$ cat src/core/remoting_pkg.sv
// shared types and constants for the unit header framer
`default_nettype none

package remoting_pkg;

    // ------------------------------------------------------------
    // header layout, word 0 first, most significant bit first
    // ------------------------------------------------------------
    typedef struct packed {
        logic [2:0] version;
        logic control;
        logic extended;
        logic [2:0] reserved_control_bits;
        logic [23:0] channel_identifier;
        logic [5:0] channel_protocol_type;
        logic [1:0] reserved_header_bits;
        logic [1:0] segment_position_bits;
        logic response_flag;
        logic [4:0] command_code;
        logic [15:0] total_unit_length;
        logic [31:0] channel_timestamp;
        logic [15:0] sequence_number;
        logic [15:0] received_sequence;
    } hdr_t;

    // ------------------------------------------------------------
    // constants
    // ------------------------------------------------------------
    localparam int HDR_BITS = 128;
    localparam logic [3:0] HDR_LAST_BYTE = 4'hf;
    localparam logic [15:0] HDR_LEN = 16'h0010;
    localparam logic [2:0] VERSION_ONE = 3'h0;
    localparam logic [2:0] RSV_CTRL_ZERO = 3'h0;
    localparam logic [1:0] RSV_HDR_ZERO = 2'h0;
    localparam logic [1:0] SEG_FULL = 2'h0;
    localparam logic [1:0] SEG_FIRST = 2'h1;
    localparam logic [1:0] SEG_LAST = 2'h2;
    localparam logic [1:0] SEG_MIDDLE = 2'h3;
    localparam logic [2:0] RESULT_LAST_BYTE = 3'h3;
    localparam logic [15:0] SEQ_RESET = 16'h0000;

    typedef enum logic [1:0] {
        TX_IDLE = 2'b00,
        TX_HDR = 2'b01,
        TX_PAY = 2'b11
    } tx_state_t;

    typedef enum logic {
        RX_HDR = 1'b0,
        RX_PAY = 1'b1
    } rx_state_t;

endpackage

`default_nettype wire

$ cat src/core/hdr_shift.sv
// sixteen byte header shift register, loads whole or shifts one byte at a time
`default_nettype none

module hdr_shift (
    input wire logic clk,
    input wire logic rst_n,
    input wire logic load,
    input wire logic [127:0] load_value,
    input wire logic shift,
    input wire logic [7:0] shift_in,
    output logic [127:0] value
);

    // ------------------------------------------------------------
    // storage, leaves the top byte first
    // ------------------------------------------------------------
    always_ff @(posedge clk or negedge rst_n) begin
        if (!rst_n) begin
            value <= 128'h0;
        end else if (load) begin
            value <= load_value;
        end else if (shift) begin
            value <= {value[119:0], shift_in};
        end
    end

endmodule // hdr_shift

`default_nettype wire

$ cat src/core/remoting_pdu_header_framer.sv
// unit header builder and parser with payload pass-through
//
// Contract
// - transmitted version field is always zero
// - control flag set marks a control unit regardless of channel
// - extended unit without control still carries response, command and length
// - received reserved control bits are ignored
// - header carries a 24-bit channel identifier
// - header carries a 6-bit channel protocol type
// - received reserved header bits are ignored
// - segment position: 00 full, 01 first, 10 last, 11 middle
// - transmit sequence increments per unit, wrapping ffff to 0000
// - response flag set only in response units
// - response payload starts with a 32-bit result code
// - header carries a 5-bit command code
// - total length counts header plus payload bytes
// - requests report highest received sequence number
// - responses echo the request's sequence number
// - payload length is total length minus sixteen
// - extended channel payload passes through undecoded
`default_nettype none

module remoting_pdu_header_framer (
    input wire logic clk,
    input wire logic nrst,
    input wire logic tx_start,
    input wire remoting_pkg::hdr_t tx_hdr,
    input wire logic tx_seq_load,
    input wire logic [15:0] tx_seq_seed,
    input wire logic [15:0] tx_echo_seq,
    input wire logic tx_pay_valid,
    input wire logic [7:0] tx_pay_data,
    output logic tx_busy,
    output logic tx_pay_open,
    output logic [15:0] tx_next_seq,
    output logic out_valid,
    output logic [7:0] out_data,
    input wire logic in_valid,
    input wire logic [7:0] in_data,
    output var remoting_pkg::hdr_t rx_hdr,
    output logic rx_hdr_valid,
    output logic [15:0] rx_pay_len,
    output logic rx_control_unit,
    output logic rx_len_error,
    output logic rx_version_error,
    output logic rx_seg_error,
    output logic [15:0] rx_highest_seq,
    output logic rx_pay_valid,
    output logic [7:0] rx_pay_data,
    output logic rx_pay_last,
    output logic rx_pay_opaque,
    output logic rx_result_valid,
    output logic [31:0] rx_result_code
);

    // ------------------------------------------------------------
    // reset release
    // ------------------------------------------------------------
    logic rst_meta;
    logic rst_n;

    always_ff @(posedge clk or negedge nrst) begin
        if (!nrst) begin
            rst_meta <= 1'b0;
            rst_n <= 1'b0;
        end else begin
            rst_meta <= 1'b1;
            rst_n <= rst_meta;
        end
    end

    // ------------------------------------------------------------
    // transmit side
    // ------------------------------------------------------------
    remoting_pkg::tx_state_t tx_state;
    remoting_pkg::hdr_t tx_built;
    logic [127:0] tx_value;
    logic [3:0] tx_cnt;
    logic [15:0] tx_left;
    logic [15:0] tx_seq;
    logic tx_go;

    assign tx_go = tx_start && tx_state == remoting_pkg::TX_IDLE;

    always_comb begin
        tx_built = tx_hdr;
        tx_built.version = remoting_pkg::VERSION_ONE;
        tx_built.reserved_control_bits = remoting_pkg::RSV_CTRL_ZERO;
        tx_built.reserved_header_bits = remoting_pkg::RSV_HDR_ZERO;
        tx_built.sequence_number = tx_seq;
        // responses echo the request, requests report what was seen
        tx_built.received_sequence = tx_hdr.response_flag ? tx_echo_seq : rx_highest_seq;
    end

    hdr_shift tx_shift (
        .clk(clk),
        .rst_n(rst_n),
        .load(tx_go),
        .load_value(tx_built),
        .shift(tx_state == remoting_pkg::TX_HDR),
        .shift_in(8'h00),
        .value(tx_value)
    );

    // the seed only takes while idle so a unit never changes number mid-flight
    always_ff @(posedge clk or negedge rst_n) begin
        if (!rst_n) begin
            tx_seq <= remoting_pkg::SEQ_RESET;
        end else if (tx_go) begin
            tx_seq <= tx_seq + 16'h0001;
        end else if (tx_seq_load && tx_state == remoting_pkg::TX_IDLE) begin
            tx_seq <= tx_seq_seed;
        end
    end

    always_ff @(posedge clk or negedge rst_n) begin
        if (!rst_n) begin
            tx_state <= remoting_pkg::TX_IDLE;
            tx_cnt <= 4'h0;
            tx_left <= 16'h0;
            tx_pay_open <= 1'b0;
            out_valid <= 1'b0;
            out_data <= 8'h00;
        end else begin
            out_valid <= 1'b0;
            unique case (tx_state)
                remoting_pkg::TX_IDLE: begin
                    if (tx_go) begin
                        tx_state <= remoting_pkg::TX_HDR;
                        tx_cnt <= 4'h0;
                        tx_left <= (tx_hdr.total_unit_length >= remoting_pkg::HDR_LEN) ?
                            tx_hdr.total_unit_length - remoting_pkg::HDR_LEN : 16'h0;
                    end
                end
                remoting_pkg::TX_HDR: begin
                    out_valid <= 1'b1;
                    out_data <= tx_value[127:120];
                    tx_cnt <= tx_cnt + 4'h1;
                    if (tx_cnt == remoting_pkg::HDR_LAST_BYTE) begin
                        tx_state <= (tx_left != 16'h0) ? remoting_pkg::TX_PAY : remoting_pkg::TX_IDLE;
                        tx_pay_open <= tx_left != 16'h0;
                    end
                end
                remoting_pkg::TX_PAY: begin
                    if (tx_pay_valid) begin
                        out_valid <= 1'b1;
                        out_data <= tx_pay_data;
                        tx_left <= tx_left - 16'h0001;
                        if (tx_left == 16'h0001) begin
                            tx_state <= remoting_pkg::TX_IDLE;
                            tx_pay_open <= 1'b0;
                        end
                    end
                end
                default: begin
                    tx_state <= remoting_pkg::TX_IDLE;
                    tx_pay_open <= 1'b0;
                end
            endcase
        end
    end

    always_ff @(posedge clk or negedge rst_n) begin
        if (!rst_n) begin
            tx_busy <= 1'b0;
            tx_next_seq <= remoting_pkg::SEQ_RESET;
        end else begin
            tx_busy <= tx_go || (tx_state != remoting_pkg::TX_IDLE && !(tx_state == remoting_pkg::TX_HDR
                && tx_cnt == remoting_pkg::HDR_LAST_BYTE && tx_left == 16'h0) && !(tx_state == remoting_pkg::TX_PAY
                && tx_pay_valid && tx_left == 16'h0001));
            tx_next_seq <= tx_seq;
        end
    end

    // ------------------------------------------------------------
    // receive side
    // ------------------------------------------------------------
    remoting_pkg::rx_state_t rx_state;
    remoting_pkg::hdr_t rx_full;
    logic [127:0] rx_value;
    logic [3:0] rx_cnt;
    logic [15:0] rx_left;
    logic [2:0] res_cnt;
    logic rx_take;
    logic in_seg;
    logic have_seq;
    logic [15:0] seq_diff;
    logic [34:0] seg_id;
    logic [34:0] full_id;
    logic seg_bad;

    assign rx_take = in_valid && rx_state == remoting_pkg::RX_HDR;
    assign rx_full = {rx_value[119:0], in_data};
    assign seq_diff = rx_full.sequence_number - rx_highest_seq;
    assign full_id = {rx_full.channel_identifier, rx_full.channel_protocol_type, rx_full.command_code};

    hdr_shift rx_shift (
        .clk(clk),
        .rst_n(rst_n),
        .load(1'b0),
        .load_value(128'h0),
        .shift(rx_take),
        .shift_in(in_data),
        .value(rx_value)
    );

    // order and identity of split payloads
    always_comb begin
        unique case (rx_full.segment_position_bits)
            remoting_pkg::SEG_FULL, remoting_pkg::SEG_FIRST: seg_bad = in_seg;
            remoting_pkg::SEG_LAST, remoting_pkg::SEG_MIDDLE: seg_bad = !in_seg || full_id != seg_id;
        endcase
    end

    always_ff @(posedge clk or negedge rst_n) begin
        if (!rst_n) begin
            rx_state <= remoting_pkg::RX_HDR;
            rx_cnt <= 4'h0;
            rx_left <= 16'h0;
            rx_hdr <= '0;
            rx_hdr_valid <= 1'b0;
            rx_pay_len <= 16'h0;
            rx_control_unit <= 1'b0;
            rx_len_error <= 1'b0;
            rx_version_error <= 1'b0;
            rx_seg_error <= 1'b0;
            rx_pay_opaque <= 1'b0;
            in_seg <= 1'b0;
            seg_id <= '0;
        end else begin
            rx_hdr_valid <= 1'b0;
            unique case (rx_state)
                remoting_pkg::RX_HDR: begin
                    if (rx_take) begin
                        rx_cnt <= rx_cnt + 4'h1;
                        if (rx_cnt == remoting_pkg::HDR_LAST_BYTE) begin
                            rx_hdr <= rx_full;
                            rx_hdr.reserved_control_bits <= remoting_pkg::RSV_CTRL_ZERO;
                            rx_hdr.reserved_header_bits <= remoting_pkg::RSV_HDR_ZERO;
                            rx_hdr_valid <= 1'b1;
                            rx_control_unit <= rx_full.control;
                            rx_pay_opaque <= !rx_full.control && rx_full.extended;
                            rx_version_error <= rx_full.version != remoting_pkg::VERSION_ONE;
                            rx_len_error <= rx_full.total_unit_length < remoting_pkg::HDR_LEN;
                            rx_pay_len <= (rx_full.total_unit_length >= remoting_pkg::HDR_LEN) ?
                                rx_full.total_unit_length - remoting_pkg::HDR_LEN : 16'h0;
                            rx_left <= (rx_full.total_unit_length > remoting_pkg::HDR_LEN) ?
                                rx_full.total_unit_length - remoting_pkg::HDR_LEN : 16'h0;
                            rx_seg_error <= seg_bad;
                            in_seg <= rx_full.segment_position_bits[0];
                            if (rx_full.segment_position_bits == remoting_pkg::SEG_FIRST) begin
                                seg_id <= full_id;
                            end
                            if (rx_full.total_unit_length > remoting_pkg::HDR_LEN) begin
                                rx_state <= remoting_pkg::RX_PAY;
                            end
                        end
                    end
                end
                remoting_pkg::RX_PAY: begin
                    if (in_valid) begin
                        rx_left <= rx_left - 16'h0001;
                        if (rx_left == 16'h0001) begin
                            rx_state <= remoting_pkg::RX_HDR;
                        end
                    end
                end
            endcase
        end
    end

    // payload bytes, and the leading result code of a response
    always_ff @(posedge clk or negedge rst_n) begin
        if (!rst_n) begin
            rx_pay_valid <= 1'b0;
            rx_pay_data <= 8'h00;
            rx_pay_last <= 1'b0;
            rx_result_valid <= 1'b0;
            rx_result_code <= 32'h0;
            res_cnt <= 3'h0;
        end else begin
            rx_pay_valid <= in_valid && rx_state == remoting_pkg::RX_PAY;
            rx_pay_data <= in_data;
            rx_pay_last <= in_valid && rx_state == remoting_pkg::RX_PAY && rx_left == 16'h0001;
            rx_result_valid <= 1'b0;
            // restart while a header is read, so a payload byte right after it is kept
            if (rx_state == remoting_pkg::RX_HDR) begin
                res_cnt <= 3'h0;
            end else if (in_valid && rx_state == remoting_pkg::RX_PAY && rx_hdr.response_flag && !rx_pay_opaque
                && res_cnt <= remoting_pkg::RESULT_LAST_BYTE) begin
                rx_result_code <= {rx_result_code[23:0], in_data};
                res_cnt <= res_cnt + 3'h1;
                rx_result_valid <= res_cnt == remoting_pkg::RESULT_LAST_BYTE;
            end
        end
    end

    // highest sequence number seen, compared modulo the wrap
    always_ff @(posedge clk or negedge rst_n) begin
        if (!rst_n) begin
            rx_highest_seq <= remoting_pkg::SEQ_RESET;
            have_seq <= 1'b0;
        end else if (rx_take && rx_cnt == remoting_pkg::HDR_LAST_BYTE && (!have_seq || !seq_diff[15])) begin
            rx_highest_seq <= rx_full.sequence_number;
            have_seq <= 1'b1;
        end
    end
endmodule // remoting_pdu_header_framer

`default_nettype wire

$ cat config.mk
export PLATFORM = sky130hd
export DESIGN_NAME = remoting_pdu_header_framer
export DESIGN_NICKNAME = d
export VERILOG_FILES = /design/src/core/remoting_pkg.sv /design/src/core/hdr_shift.sv /design/src/core/remoting_pdu_header_framer.sv
export SDC_FILE = /design/constraint.sdc
export NUM_CORES = 1
export LEC_CHECK = 0
export BUFFER_PORTS_ARGS = -buffer_cell sky130_fd_sc_hd__buf_2
export CAP_MARGIN = 5
export CORE_MARGIN = 3
export CORE_UTILIZATION = 60
export CTS_CLUSTER_SIZE = 10
export DETAILED_ROUTE_END_ITERATION = 8
export MAX_ROUTING_LAYER = met4
export PLACE_DENSITY = 0.85
export SLEW_MARGIN = 15
export SYNTH_ARGS = -nofsm -noshare
export SYNTH_HDL_FRONTEND = slang
export SYNTH_SLANG_ARGS = --single-unit
$ cat constraint.sdc
create_clock -name clk -period 36 [get_ports clk]
set_input_delay 1.8 -clock clk [delete_from_list [all_inputs] [get_ports clk]]
set_output_delay 1.8 -clock clk [all_outputs]
set_load 0.02 [all_outputs]
==> qor.yml <==
status: "finished clean"
drt_pre_antenna_iters: 8
skew_ps: 19.20
setup_tns_ps: 0
cts_buffers: 68
cp.required_ps: 36530
synth.distinct_cells: 64
cts_resized: 0
seq_area_frac_synth_pct: 59.51
rsz0062_at_grt: "no"
setup_viol: 0
irDropWorstVdd_mv: 0.06209
fmax_ghz: 0.2684
grt_antenna_before_repair: 5
yosysMostFrequentCell: "nand2_1"
synth.avg_cell_area_um2: 10.70
cts_tree: "built"
io_buffers: 372
overflow: 0
fillers: 2640
synth.cell_area_um2: 24180
async_flop_share_pct: 100.0
worst_setup_path_end_kind: "flop"
place_ws_ps: 31730
cts_buffer_depth: 3
syn_to_final_growth_pct: 17.00
max_slew_margin_pct: 22.57
dp_hpwl_um: 42650
via_per_inst: 6.004
synth_seq_cells: 575
cp_data_arrival_time_ps: 4260
timing.final.ws_setup_ps: 32270
place_congestion: 0.9164
synth.top_cell.area_share_pct: 59.51
ys.flop_type: "dfrtp_1"
cap_violations: 0
hold_path_class: "flop to flop"
synthTopCellsByArea: "dfrtp_1 (60%), nand2_1 (11%), mux2_2 (9.3%)"
io-pin-count: 418
p_leak_nw: 14.49
grtUsageTotal_pct: 31.46
grt_pass1_wl_um: 102700
path_clk_slew_ps: 50
grt_pass1_vias: 19230
syn_inst: 2259
clock-sinks: 575
critPathMaxFanout: 151
layout_min_cycle_time_ps: 3725
postCtsHoldBufs: 0
cts_setup_buffers: 0
via_count: 18800
clock_latency_ps: 600
initial_core_util_pct: 61.70
drive_gt1_share_pct: 26.38
synth_top_area_cell: "dfrtp_1"
drc: 0
die_h_um: 206.7
dieArea_um2: 42740
cts_max_level: 3
root_buffer: "clkbuf_16"
drt_iter0_drc: 1984
ant_nets: 0
nets: 2805
drt-total-wl_um: 65400
dieWidth_um: 206.7
path_class: "primary input to flop"
drt-wirelength-per-cell_um: 20.89
slew_violations: 0
power.density_nw_per_um2: 86.84
num_rows: 72
worst_pin_slew_ps: 1161
coreArea_um2: 39190
hold_viol_final: 0
synth_edf_count: 0
yosys-top-cells-count: "nand2_1 (683), dfrtp_1 (575), mux2_2 (200)"
startpoint_type: "primary input"
fin_crit_sh_pct: 10.35
grt_start_max_net_pins: 167
ys.warnings.count: 0
## metrics by stage
stage                     instance area [µm²]  util, %  cells  power, mW  hold WS [ps]
after floorplan                         24190        -   2263      1.544         331.2
after global routing                    28290    72.19   3131      2.587         364.8
after CTS                               28270    72.15   3126      2.461         352.2
final                                   28290    72.19   3131      2.457         350.4
after detailed placement                26380    67.32   3043      1.830         339.5
after global placement                  26380    67.32   3043      1.783         338.3
## metal layers
metal | up-vias | global-route usage, % | part of all wire (%) | wire length [µm]
li1 | 8360 | - | - | -
met1 | 9418 | 39.21 | 39 | 25400
met2 | 825 | 50.12 | 49 | 31820
met3 | 196 | 7.684 | 8.6 | 5608
met4 | 0 | 12.62 | 3.9 | 2579
met5 | - | - | 0 | 0
## kinds of logic after synthesis
logic type               count (synthesis)  synth area share (%)
other                                    2               0.03106
AO/OA/AOI/OAI                          347                 9.305
AND/OR/NAND/NOR                        871                 14.88
buffers and inverters                  160                 2.665
flip-flops                             575                 59.51
multiplexers                           218                 10.06
XOR/XNOR                                58                 2.101
adder cells (fa/ha/maj)                 28                 1.449
## final cells by class
type	instances	area [µm²]	area share, %
Tap cell	518	648.1	2.291
Multi-Input combinational cell	1528	9198	32.51
Sequential cell	575	14390	50.88
Clock buffer	77	1788	6.320
Antenna cell	5	12.51	0.04423
Clock inverter	6	105.1	0.3715
Inverter	32	122.6	0.4335
Timing Repair Buffer	390	2022	7.148
## state kept, by name, indices dropped and copies added, names as in the netlist, 32 cells and up
| name | cells |
|---|---|
| rx_hdr | 122 |
| rx_result_code | 32 |
| rx_shift.value | 117 |
| seg_id | 35 |
| tx_shift.value | 128 |
## cells in the final DEF (no fill, tap or decap), types with 25 or more instances in the layout
master,n
a21oi_1,54
a22oi_1,103
buf_2,372
clkbuf_16,70
dfrtp_1,574
ha_1,28
inv_1,31
mux2_2,200
nand2_1,683
nand3_1,31
nor2_1,56
nor3_1,25
o21ai_0,101
o22ai_1,26
xnor2_1,37
## critical path, cell delays in order
cell     delay (ps)
buf_2           120
nor2b_4         150
nand4_1         160
buf_12          290
inv_4           550
buf_4           760
nand2_1         210
nand2_1         100
## worst paths after layout
path	from	endpoint	slack [ps]	cells after the start
worst max-delay path	in_valid	rx_hdr[115]	32270	8
worst min-delay path	rst_meta	rst_n	350	0
worst max register to register	tx_state[1]	tx_left[1]	32310	6
worst min register to register	rst_meta	rst_n	350	0
max in group asynchronous	rst_n	tx_shift.value[111]	32550	3
min in group asynchronous	rst_n	rx_shift.value[3]	460	0
## where the power goes
| part | switching [mW] | internal (mW) |
|---|---|---|
| Combinational | 0.456 | 0.295 |
| Sequential | 0.226 | 0.866 |
| Clock | 0.260 | 0.352 |
Power figures use the tool's default switching activity.
